--- config.mk ---
export PLATFORM = sky130hd
export DESIGN_NAME = frx_ctrl
export DESIGN_NICKNAME = d
export VERILOG_FILES = /design/src/design/frx_pkg.sv /design/src/design/frx_tout.sv /design/src/design/frx_ctrl.sv
export SDC_FILE = /design/constraint.sdc
export NUM_CORES = 1
export LEC_CHECK = 0
export BUFFER_PORTS_ARGS = -buffer_cell sky130_fd_sc_hd__buf_2
export CAP_MARGIN = 20
export CORE_MARGIN = 5
export CORE_UTILIZATION = 60
export CTS_CLUSTER_SIZE = 28
export DETAILED_ROUTE_END_ITERATION = 10
export PLACE_DENSITY = 0.86
export SLEW_MARGIN = 40
export SYNTH_ARGS = -nofsm -noshare
export SYNTH_HDL_FRONTEND = slang
export SYNTH_SLANG_ARGS = --single-unit
--- constraint.sdc ---
create_clock -name clk -period 15.18 [get_ports clk]
set_input_delay 3.036 -clock clk [delete_from_list [all_inputs] [get_ports clk]]
set_output_delay 3.036 -clock clk [all_outputs]
set_load 0.02 [all_outputs]
--- src/design/frx_pkg.sv ---
// package: constants for the fsk receive-side control block
// assumes a 125 MHz clock; all timing counts derive from that rate
`default_nettype none
package frx_pkg;
  localparam int unsigned CLK_MHZ       = 125;
  localparam int unsigned CAL_TIME_MS   = 10;
  localparam int unsigned CAL_CYCLES    = CAL_TIME_MS * 1000 * CLK_MHZ;
  localparam int unsigned TX_BASE_NS    = 5000;
  localparam int unsigned TX_BASE_CYC   = (TX_BASE_NS * CLK_MHZ + 999) / 1000;
  localparam int unsigned TOUT_BITS     = 16;
  localparam int unsigned PRE_BITS_BYTE = 8;
  localparam logic [1:0]  PRE_LEN_1B    = 2'h0;
  localparam logic [1:0]  PRE_LEN_2B    = 2'h1;
  localparam logic [1:0]  PRE_LEN_3B    = 2'h2;
  localparam logic [2:0]  TRIG_NONE     = 3'h0;
  localparam logic [2:0]  TRIG_LVL      = 3'h1;
  localparam logic [2:0]  TRIG_PRE      = 3'h6;
  localparam logic [2:0]  TRIG_BOTH     = 3'h7;
  localparam logic [2:0]  MODE_SLEEP    = 3'h0;
  localparam logic [2:0]  MODE_STDBY    = 3'h1;
  localparam logic [2:0]  MODE_SYNTH_TX_MODE     = 3'h2;
  localparam logic [2:0]  MODE_TX       = 3'h3;
  localparam logic [2:0]  MODE_SYNTH_RX_MODE     = 3'h4;
  localparam logic [2:0]  MODE_RX       = 3'h5;
  localparam int unsigned TEMP_STEP_C   = 5;
  localparam int unsigned BW_STEPS      = 21;
  // receiver startup per bandwidth index, us, narrowest first
  localparam int unsigned RX_START_US [BW_STEPS] = '{
    2330, 1940, 1560, 1180, 984, 791, 601, 504, 407, 313, 264,
    215, 169, 144, 119, 97, 84, 71, 85, 74, 63};
  typedef enum logic [2:0] {
    FRX_OFF, FRX_OSC, FRX_SYN, FRX_BLK, FRX_READY
  } frx_seq_t;
  function automatic logic [31:0] frx_us_to_cyc(input int unsigned us);
    frx_us_to_cyc = 32'(us * CLK_MHZ);
  endfunction
endpackage
`default_nettype wire

--- src/design/frx_tout.sv ---
// one receive timeout counter in units of sixteen bit periods
// assumes bit_tick pulses once per bit period
`default_nettype none
module frx_tout
  import frx_pkg::*;
#(
  parameter int unsigned W = 8
) (
  input  wire logic         clk,
  input  wire logic         rst,
  input  wire logic         ce,
  input  wire logic         rx_on,
  input  wire logic         armed,
  input  wire logic         bit_tick,
  input  wire logic         seen,
  input  wire logic [W-1:0] limit,
  output logic              expired
);
  logic [3:0]   sub_q, sub_d;
  logic [W-1:0] cnt_q, cnt_d;
  logic         done_q, done_d;
  logic         exp_q, exp_d;

  always_comb begin
    sub_d  = sub_q;
    cnt_d  = cnt_q;
    done_d = done_q;
    exp_d  = 1'b0;
    if (!rx_on) begin
      sub_d  = 4'h0;
      cnt_d  = '0;
      done_d = 1'b0;
    end else if (seen) begin
      done_d = 1'b1;
    end else if (armed && !done_q && limit != '0 && bit_tick) begin
      sub_d = sub_q + 4'h1;
      if (sub_q == 4'(TOUT_BITS - 1)) begin
        cnt_d = cnt_q + 1'b1;
        if (cnt_q + 1'b1 == limit) begin
          exp_d  = 1'b1;
          done_d = 1'b1;
        end
      end
    end
  end

  always_ff @(posedge clk) begin
    if (rst) begin
      sub_q  <= 4'h0;
      cnt_q  <= '0;
      done_q <= 1'b0;
      exp_q  <= 1'b0;
    end else if (ce) begin
      sub_q  <= sub_d;
      cnt_q  <= cnt_d;
      done_q <= done_d;
      exp_q  <= exp_d;
    end
  end
  assign expired = exp_q;

  a_expire_needs_arm: assert property (@(posedge clk) disable iff (rst)
    ce && exp_d |-> armed && rx_on && !seen)
    else $error("timeout fired while not armed");
endmodule
`default_nettype wire

--- src/design/frx_ctrl.sv ---
// receive-side control: preamble detect, calibration, timeouts, mode sequencing
// assumes demod bits arrive with bit_tick; all inputs synchronous to clk
`default_nettype none
// Function
// - preamble run length is 1, 2 or 3 bytes by a two-bit select; 11 reserved.
// - when detector enabled, raise preamble-found flag on each valid preamble.
// - preamble-found gates automatic gain and frequency correction.
// - start calibration after power-on and manual reset.
// - software trigger starts calibration only in standby and fsk mode.
// - with monitoring on, flag temperature shifts beyond selected step.
// - temperature change starts calibration when auto calibration enabled.
// - a calibration run lasts about 10 ms.
// - level timeout after limit times 16 bits without level flag.
// - preamble timeout after limit times 16 bits without preamble flag.
// - sync timeout after limit times 16 bits without sync match.
// - receive trigger 001, 110, 111 arm timeout pairs; 000 none.
// - mode codes: sleep, standby, synth tx, tx, synth rx, rx.
// - synth tuned to carrier in tx, carrier minus if in rx.
// - mode changes power sub-blocks up in fixed order.
// - from sleep wait oscillator then synthesizer startup.
// - fsk tx startup is 5 us plus 1.25 ramp plus half bit.
// - ook tx startup is 5 us plus half bit.
// - rx startup uses correction bandwidth when auto correction enabled.
// - rx startup follows bandwidth table, 2.33 ms down to 63 us.
// - after rx startup elapses, packets are detected and demodulated.
module frx_ctrl
  import frx_pkg::*;
#(
  parameter int unsigned CAL_CYC  = CAL_CYCLES,
  parameter int unsigned OSC_CYC  = 8192,
  parameter int unsigned SYN_CYC  = 8192,
  parameter int unsigned TW       = 8,
  parameter int unsigned FW       = 24
) (
  input  wire logic          clk,
  input  wire logic          rst,
  input  wire logic          ce,
  input  wire logic          bit_tick,
  input  wire logic [15:0]   half_bit_cyc,
  input  wire logic          demod_bit,
  input  wire logic          demod_valid,
  input  wire logic          preamble_detector_enable,
  input  wire logic [1:0]    preamble_length_select,
  input  wire logic [4:0]    preamble_error_tolerance,
  input  wire logic          image_cal_trigger,
  input  wire logic          long_range_mode,
  input  wire logic          temp_watch_disable,
  input  wire logic [1:0]    temp_delta_select,
  input  wire logic          auto_image_cal_enable,
  input  wire logic [7:0]    temp_reading,
  input  wire logic [7:0]    signal_level_value,
  input  wire logic [7:0]    signal_level_limit,
  input  wire logic          sync_match_flag,
  input  wire logic [2:0]    receive_trigger_select,
  input  wire logic [TW-1:0] level_wait_limit,
  input  wire logic [TW-1:0] preamble_wait_limit,
  input  wire logic [TW-1:0] sync_wait_limit,
  input  wire logic [2:0]    op_mode_sel,
  input  wire logic          ook_select,
  input  wire logic [15:0]   pa_ramp_time_cyc,
  input  wire logic          auto_freq_correct_enable,
  input  wire logic [4:0]    rx_bandwidth,
  input  wire logic [4:0]    correction_bw_setting,
  input  wire logic [FW-1:0] carrier_word,
  input  wire logic [FW-1:0] if_word,
  output logic               preamble_found_flag,
  output logic               correction_gate,
  output logic               cal_busy,
  output logic               temp_shift_flag,
  output logic               level_flag,
  output logic               timeout_level,
  output logic               timeout_preamble,
  output logic               timeout_sync,
  output logic [FW-1:0]      synth_word,
  output logic               osc_on,
  output logic               synth_on,
  output logic               tx_on,
  output logic               rx_on,
  output logic               mode_ready,
  output logic               rx_demod_enable
);
  function automatic logic [31:0] rx_start_cyc(input logic [4:0] idx);
    rx_start_cyc = (idx < 5'(BW_STEPS)) ? frx_us_to_cyc(RX_START_US[idx])
                                        : frx_us_to_cyc(RX_START_US[BW_STEPS-1]);
  endfunction

  // preamble run counter
  logic [4:0] run_q, run_d;
  logic       last_q, last_d;
  logic       pre_q, pre_d;
  logic [4:0] need;
  always_comb begin
    case (preamble_length_select)
      PRE_LEN_1B: need = 5'(PRE_BITS_BYTE);
      PRE_LEN_2B: need = 5'(2 * PRE_BITS_BYTE);
      PRE_LEN_3B: need = 5'(3 * PRE_BITS_BYTE);
      default:    need = 5'h1F;
    endcase
    run_d  = run_q;
    last_d = last_q;
    pre_d  = pre_q;
    if (!rx_on) begin
      run_d = 5'h0;
      pre_d = 1'b0;
    end else if (demod_valid) begin
      last_d = demod_bit;
      run_d  = (demod_bit != last_q) ? ((run_q == 5'h1F) ? run_q : run_q + 5'h1) : 5'h0;
      if (preamble_detector_enable && preamble_length_select != 2'h3
          && run_d >= need)
        pre_d = 1'b1;
      else if (run_d == 5'h0)
        pre_d = 1'b0;
    end
  end
  assign preamble_found_flag = pre_q;
  assign correction_gate     = pre_q && rx_demod_enable;

  // calibration timer and temperature watch
  logic [31:0] cal_q, cal_d;
  logic [7:0]  tref_q, tref_d;
  logic        tflag_q, tflag_d;
  logic        boot_q, boot_d;
  logic [7:0]  tdiff;
  logic        tshift;
  always_comb begin
    tdiff  = (temp_reading > tref_q) ? temp_reading - tref_q : tref_q - temp_reading;
    tshift = !temp_watch_disable &&
             tdiff > 8'((32'(temp_delta_select) + 1) * TEMP_STEP_C);
    cal_d   = (cal_q != 0) ? cal_q - 1 : 0;
    tref_d  = tref_q;
    tflag_d = tflag_q;
    boot_d  = 1'b0;
    if (boot_q) begin
      cal_d  = CAL_CYC;
      tref_d = temp_reading;
    end
    if (image_cal_trigger && op_mode_sel == MODE_STDBY && !long_range_mode)
      cal_d = CAL_CYC;
    if (tshift) begin
      tflag_d = 1'b1;
      tref_d  = temp_reading;
      if (auto_image_cal_enable)
        cal_d = CAL_CYC;
    end else if (temp_watch_disable) begin
      tflag_d = 1'b0;
    end
  end
  assign cal_busy        = cal_q != 0;
  assign temp_shift_flag = tflag_q;

  // mode sequencing
  frx_seq_t    st_q, st_d;
  logic [31:0] wait_q, wait_d;
  logic [2:0]  cur_q, cur_d;
  logic [31:0] blk_cyc;
  logic [4:0]  bw_sel;
  always_comb begin
    bw_sel = auto_freq_correct_enable ? correction_bw_setting : rx_bandwidth;
    if (op_mode_sel == MODE_RX)
      blk_cyc = rx_start_cyc(bw_sel);
    else if (ook_select)
      blk_cyc = 32'(TX_BASE_CYC) + 32'(half_bit_cyc);
    else
      blk_cyc = 32'(TX_BASE_CYC) + 32'(half_bit_cyc) + 32'(pa_ramp_time_cyc)
              + (32'(pa_ramp_time_cyc) >> 2);
    st_d   = st_q;
    wait_d = (wait_q != 0) ? wait_q - 1 : 0;
    cur_d  = cur_q;
    if (op_mode_sel != cur_q) begin
      cur_d = op_mode_sel;
      case (op_mode_sel)
        MODE_SLEEP: begin
          st_d = FRX_OFF;
          wait_d = 0;
        end
        MODE_STDBY: begin
          st_d = (st_q == FRX_OFF) ? FRX_OSC : FRX_READY;
          wait_d = (st_q == FRX_OFF) ? OSC_CYC : 0;
        end
        default: begin
          st_d = (st_q == FRX_OFF) ? FRX_OSC : FRX_SYN;
          wait_d = (st_q == FRX_OFF) ? OSC_CYC : SYN_CYC;
        end
      endcase
    end else if (wait_q == 0) begin
      case (st_q)
        FRX_OSC: begin
          st_d = (cur_q == MODE_STDBY) ? FRX_READY : FRX_SYN;
          wait_d = (cur_q == MODE_STDBY) ? 0 : SYN_CYC;
        end
        FRX_SYN: begin
          st_d = (cur_q == MODE_TX || cur_q == MODE_RX) ? FRX_BLK : FRX_READY;
          wait_d = (cur_q == MODE_TX || cur_q == MODE_RX) ? blk_cyc : 0;
        end
        FRX_BLK: st_d = FRX_READY;
        default: st_d = st_q;
      endcase
    end
  end
  assign osc_on   = st_q != FRX_OFF;
  assign synth_on = cur_q >= MODE_SYNTH_TX_MODE && cur_q <= MODE_RX
                    && (st_q == FRX_SYN || st_q == FRX_BLK || st_q == FRX_READY);
  assign tx_on    = cur_q == MODE_TX && (st_q == FRX_BLK || st_q == FRX_READY);
  assign rx_on    = cur_q == MODE_RX && (st_q == FRX_BLK || st_q == FRX_READY);
  assign mode_ready      = st_q == FRX_READY || (st_q == FRX_OFF && cur_q == MODE_SLEEP);
  assign rx_demod_enable = rx_on && st_q == FRX_READY;

  logic [FW-1:0] syn_q, syn_d;
  always_comb begin
    case (cur_q)
      MODE_SYNTH_RX_MODE, MODE_RX: syn_d = carrier_word - if_word;
      default:            syn_d = carrier_word;
    endcase
  end
  assign synth_word = syn_q;

  always_ff @(posedge clk) begin
    if (rst) begin
      run_q   <= 5'h0;
      last_q  <= 1'b0;
      pre_q   <= 1'b0;
      cal_q   <= 32'h0;
      tref_q  <= 8'h0;
      tflag_q <= 1'b0;
      boot_q  <= 1'b1;
      st_q    <= FRX_OFF;
      wait_q  <= 32'h0;
      cur_q   <= MODE_SLEEP;
      syn_q   <= '0;
    end else if (ce) begin
      run_q   <= run_d;
      last_q  <= last_d;
      pre_q   <= pre_d;
      cal_q   <= cal_d;
      tref_q  <= tref_d;
      tflag_q <= tflag_d;
      boot_q  <= boot_d;
      st_q    <= st_d;
      wait_q  <= wait_d;
      cur_q   <= cur_d;
      syn_q   <= syn_d;
    end
  end

  // timeouts
  logic lvl_arm, pre_arm, syn_arm;
  assign level_flag = signal_level_value > signal_level_limit;
  assign lvl_arm = receive_trigger_select == TRIG_LVL || receive_trigger_select == TRIG_BOTH;
  assign pre_arm = receive_trigger_select == TRIG_PRE || receive_trigger_select == TRIG_BOTH;
  assign syn_arm = receive_trigger_select == TRIG_LVL || receive_trigger_select == TRIG_PRE;

  frx_tout #(.W(TW)) u_lvl (.clk(clk), .rst(rst), .ce(ce), .rx_on(rx_on), .armed(lvl_arm),
    .bit_tick(bit_tick), .seen(level_flag), .limit(level_wait_limit),
    .expired(timeout_level));
  frx_tout #(.W(TW)) u_pre (.clk(clk), .rst(rst), .ce(ce), .rx_on(rx_on), .armed(pre_arm),
    .bit_tick(bit_tick), .seen(pre_q), .limit(preamble_wait_limit),
    .expired(timeout_preamble));
  frx_tout #(.W(TW)) u_syn (.clk(clk), .rst(rst), .ce(ce), .rx_on(rx_on), .armed(syn_arm),
    .bit_tick(bit_tick), .seen(sync_match_flag), .limit(sync_wait_limit),
    .expired(timeout_sync));

  a_cal_after_reset: assert property (@(posedge clk) disable iff (rst)
    ce && boot_q |=> cal_busy)
    else $error("no calibration after reset");
  a_pre_needs_enable: assert property (@(posedge clk) disable iff (rst)
    ce && $rose(pre_q) |-> $past(preamble_detector_enable))
    else $error("preamble flag without enable");
  a_gate_follows: assert property (@(posedge clk) disable iff (rst)
    correction_gate |-> preamble_found_flag)
    else $error("correction without preamble");
  a_no_trig_none: assert property (@(posedge clk) disable iff (rst)
    receive_trigger_select == TRIG_NONE |-> !(lvl_arm || pre_arm || syn_arm))
    else $error("timeout armed with no trigger");
  a_rx_tuning: assert property (@(posedge clk) disable iff (rst)
    ce && cur_q == MODE_RX && $stable(carrier_word) && $stable(if_word)
    |=> synth_word == carrier_word - if_word)
    else $error("rx tuning wrong");
  a_sleep_off: assert property (@(posedge clk) disable iff (rst)
    ce && op_mode_sel == MODE_SLEEP |=> !osc_on)
    else $error("oscillator on in sleep");
  a_wake_order: assert property (@(posedge clk) disable iff (rst)
    ce && st_q == FRX_OFF && op_mode_sel == MODE_RX |=> st_q == FRX_OSC && !synth_on)
    else $error("wake order wrong");
  a_temp_auto_cal: assert property (@(posedge clk) disable iff (rst)
    ce && tshift && auto_image_cal_enable |=> cal_busy)
    else $error("temp change did not recalibrate");
  a_user_cal_start: assert property (@(posedge clk) disable iff (rst)
    ce && image_cal_trigger && op_mode_sel == MODE_STDBY && !long_range_mode |=> cal_busy)
    else $error("user calibration not started");
  a_temp_flag_off: assert property (@(posedge clk) disable iff (rst)
    ce && temp_watch_disable |=> !temp_shift_flag)
    else $error("temperature flag set while watch off");
  a_demod_after_start: assert property (@(posedge clk) disable iff (rst)
    ce && st_q == FRX_BLK && wait_q != 0 |=> !rx_demod_enable)
    else $error("demodulation before startup elapsed");
  a_tx_off_rx: assert property (@(posedge clk) disable iff (rst)
    ce && op_mode_sel == MODE_RX |=> !tx_on)
    else $error("transmitter on in receive");
  a_rx_block_wait: assert property (@(posedge clk) disable iff (rst)
    ce && st_q == FRX_SYN && wait_q == 0 && cur_q == MODE_RX && op_mode_sel == MODE_RX
    |=> st_q == FRX_BLK)
    else $error("receiver startup wait skipped");
endmodule
`default_nettype wire

==> impl_metrics.py <==
metrics = {
    "timing": {
        "relSlewSlack_pct": 47.26,
        "setup_viol": 0,
        "fin_setup_tns_ns": 0,
        "min_period_over_period_pct": 59.42,
        "hold_violations": 0,
        "drv_slew": 0,
        "worst_pin_slew_ns": 0.7839,
        "timing.fmax_mhz": 110.9,
        "period_needed_ns": 9.020,
        "rsz0062_at_grt": "no",
        "skew_ns": 0.01334,
    },
    "cts": {
        "clockBufferDepth": 2,
        "clock-sinks": 153,
        "postCtsSetupBuffers": 0,
        "cts_root_buf": "clkbuf_16",
        "insertion_delay_ns": 0.43,
        "cts_max_level": 4,
        "hold_buffers": 0,
        "ctsResizeCount": 0,
        "clk_pin_slew_ns": 0.07,
        "cts_tree": "yes",
        "cts_buffers": 17,
    },
    "place": {
        "hpwl_um": 30120,
        "gp_congestion": 0.9323,
        "place_area_um2": 16540,
        "port_buffers": 199,
    },
    "yosys": {
        "synth_edf_count": 0,
        "synth_area_per_cell_um2": 7.622,
        "synth-seq-area-share_pct": 20.00,
        "synth-async-reset-ratio_pct": 0,
        "synth.distinct_cells": 78,
        "synth_nets": 2373,
        "synth.ff_latch_count": 153,
        "yosysWarnings": 0,
        "synthFlopType": "dfxtp_1",
        "synth_area_um2": 15310,
        "synthCells": 2009,
    },
    "power_and_ir_drop": {
        "power.total_mw": 2.172,
        "power_leakage_nw": 7.925,
        "p_per_area_nw_per_um2": 126.6,
        "ir_drop_mv": 0.1954,
    },
    "layout": {
        "areaGrowthSynthToFinish_pct": 12.04,
        "layout-drive-gt1-share_pct": 12.98,
        "n_antenna_cell": 0,
        "ff_latch_area_um2": 3063,
        "multi_input_area_um2": 11240,
        "fin_nets": 2524,
        "final_area_um2": 17160,
        "fill_cells": 2094,
    },
    "die": {
        "start_util_pct": 60.81,
        "core_region_area_um2": 25180,
        "dieArea_um2": 28820,
        "io_pins": 205,
        "die_x_um": 169.8,
        "die_y_um": 169.8,
        "rows": 58,
    },
    "drt": {
        "vias_per_cell": 6.112,
        "drt-pass1-iter-count": 5,
        "routed_wl_um": 39620,
        "via_count": 15298,
        "drtIter0Drc": 1428,
        "wire_per_inst_um": 15.83,
        "final_antenna_net_count": 0,
        "drc_errors": 0,
    },
    "critical_path": {
        "startpoint_type": "input port",
        "cp_slowest_stage_delay_ns": 0.68,
        "crit_chain": "buf_2 -> mux2i_1 -> inv_1 -> ha_1 -> o31ai_1 -> inv_1 -> ha_1 -> xnor2_1 -> fa_1 -> fa_1 -> fa_1 -> inv_1 -> ha_1 -> o21a_1 -> o21a_1 -> and3_1 -> o21ai_0 -> nor3b_1 -> nor2_1 -> xnor2_1 -> o311ai_0",
        "critPathKind": "in -> reg",
        "crit_path_end_kind": "flip-flop",
        "cp_max_fo": 9,
        "critical_path_required_ns": 15.50,
        "arrival_ns": 9.34,
        "critPathSlowestCell": "mux2i_1",
    },
    "global_routing": {
        "antenna_found_initial": 0,
        "first_global_vias": 14727,
        "grt_pass1_wl_um": 67100,
        "grt_use_total_pct": 27.08,
        "grt_start_max_net_pins": 66,
        "grt_overflow": 0,
    },
    "run_status": {
        "status": "complete, no violations",
    },
    "job": {
        "drv_cap": 0,
    },
    "worst_hold_path": {
        "hold_class": "reg -> reg",
    },
}
[registers in the layout, indices dropped and copies added (netlist names)]
signal,count
cal_q,32
wait_q,32
synth_word,24
tref_q,8
u_lvl.cnt_q,8
u_pre.cnt_q,8
u_syn.cnt_q,8
run_q,5
u_lvl.sub_q,4
u_pre.sub_q,4
u_syn.sub_q,4
cur_q,3
st_q,3
boot_q,1
last_q,1
preamble_found_flag,1
temp_shift_flag,1
u_lvl.done_q,1
u_lvl.expired,1
u_pre.done_q,1
u_pre.expired,1
u_syn.done_q,1
u_syn.expired,1
[Yosys cell counts, drive strengths merged, types with 20 or more instances]
cell type | n | area (um^2)
clkbuf | 75 | 281.5
or4 | 20 | 153.9
o21a | 21 | 157.7
a21o | 31 | 232.7
o211ai | 20 | 150.1
dfxtp | 153 | 3063
xnor2 | 69 | 604.3
nor2 | 198 | 743.2
nand2 | 148 | 555.5
nor3 | 64 | 325.3
a31oi | 26 | 162.7
xor2 | 37 | 324.1
nand3 | 61 | 305.3
a21oi | 148 | 740.7
or3 | 31 | 203.9
and3 | 25 | 156.4
mux2i | 33 | 330.3
o21ai | 121 | 605.6
inv | 196 | 735.7
ha | 143 | 1789
fa | 54 | 1081
a211oi | 24 | 180.2
nor4 | 26 | 168.9
[critical path: cells and delay by family]
kind            cells  cell delay [ns]
simple gates        3             0.60
mux                 1             0.68
fa+ha+maj           6             2.58
xor+xnor            2             0.40
compound gates      5             1.35
buf+inv             4             0.68
[final timing paths]
kind / startpoint / endpoint / cells past startpoint / slack, ns
max reg2reg: tref_q[3] / cal_q[21] / 18 / 10.32
max: auto_freq_correct_enable / wait_q[17] / 21 / 6.16
min reg2reg: u_lvl.done_q / u_lvl.done_q / 2 / 0.45
min: u_lvl.done_q / u_lvl.done_q / 2 / 0.45
[logic make-up after synthesis]
logic type                 count (synthesis)  synth area share [%]
and+or+nand+nor                          689                 22.37
AOI/OAI and AO/OA                        545                 23.17
buffers and inverters                    278                 6.831
adders and majority gates                197                 18.74
DFF                                      153                 20.00
xor gates and xnor gates                 107                 6.210
muxes                                     40                 2.672
[where the power goes]
group	switching (mW)	internal (mW)
clock network	0.192	0.237
logic	0.766	0.539
registers	0.0188	0.420
total	0.977	1.20
[area by class of cell]
| type | instances | share of cell area (%) |
|---|---|---|
| Clock buffer | 18 | 2.560 |
| Clock inverter | 14 | 0.8970 |
| Inverter | 197 | 4.310 |
| Multi-Input combinational cell | 1578 | 65.53 |
| Sequential cell | 153 | 17.85 |
| Tap cell | 330 | 2.406 |
| Timing Repair Buffer | 213 | 6.446 |
[metrics by stage]
stage | worst slack (ns) | hold WS, ns | util (%) | cells
floorplan | 6.409 | 0.4255 | - | 2009
CTS | 6.242 | 0.4513 | 68.04 | 2503
finish | 6.160 | 0.4492 | 68.14 | 2503
global route | 5.640 | 0.4774 | 68.14 | 2503
detailed placement | 5.822 | 0.4428 | 65.69 | 2471
global placement | 5.966 | 0.4335 | 65.65 | 2471
[metal layers]
| layer | GRT usage, % | vias up | share of wire [%] |
|---|---|---|---|
| met5 | 0 | - | 0 |
| met4 | 7.630 | 0 | 2.1 |
| met3 | 4.007 | 82 | 6.7 |
| met2 | 46.21 | 561 | 47 |
| met1 | 35.78 | 7161 | 44 |
| li1 | - | 7494 | - |
[cells in the final DEF (no fill, tap or decap), drive strengths merged, types with 33 or more instances in the layout]
master,instances
a21oi,148
xnor2,69
xor2,37
mux2i,33
nand2,148
nor2,198
buf,213
fa,54
nand3,61
dfxtp,153
o21ai,121
ha,143
nor3,64
inv,203
No activity file was read; power rests on OpenSTA's default activity.
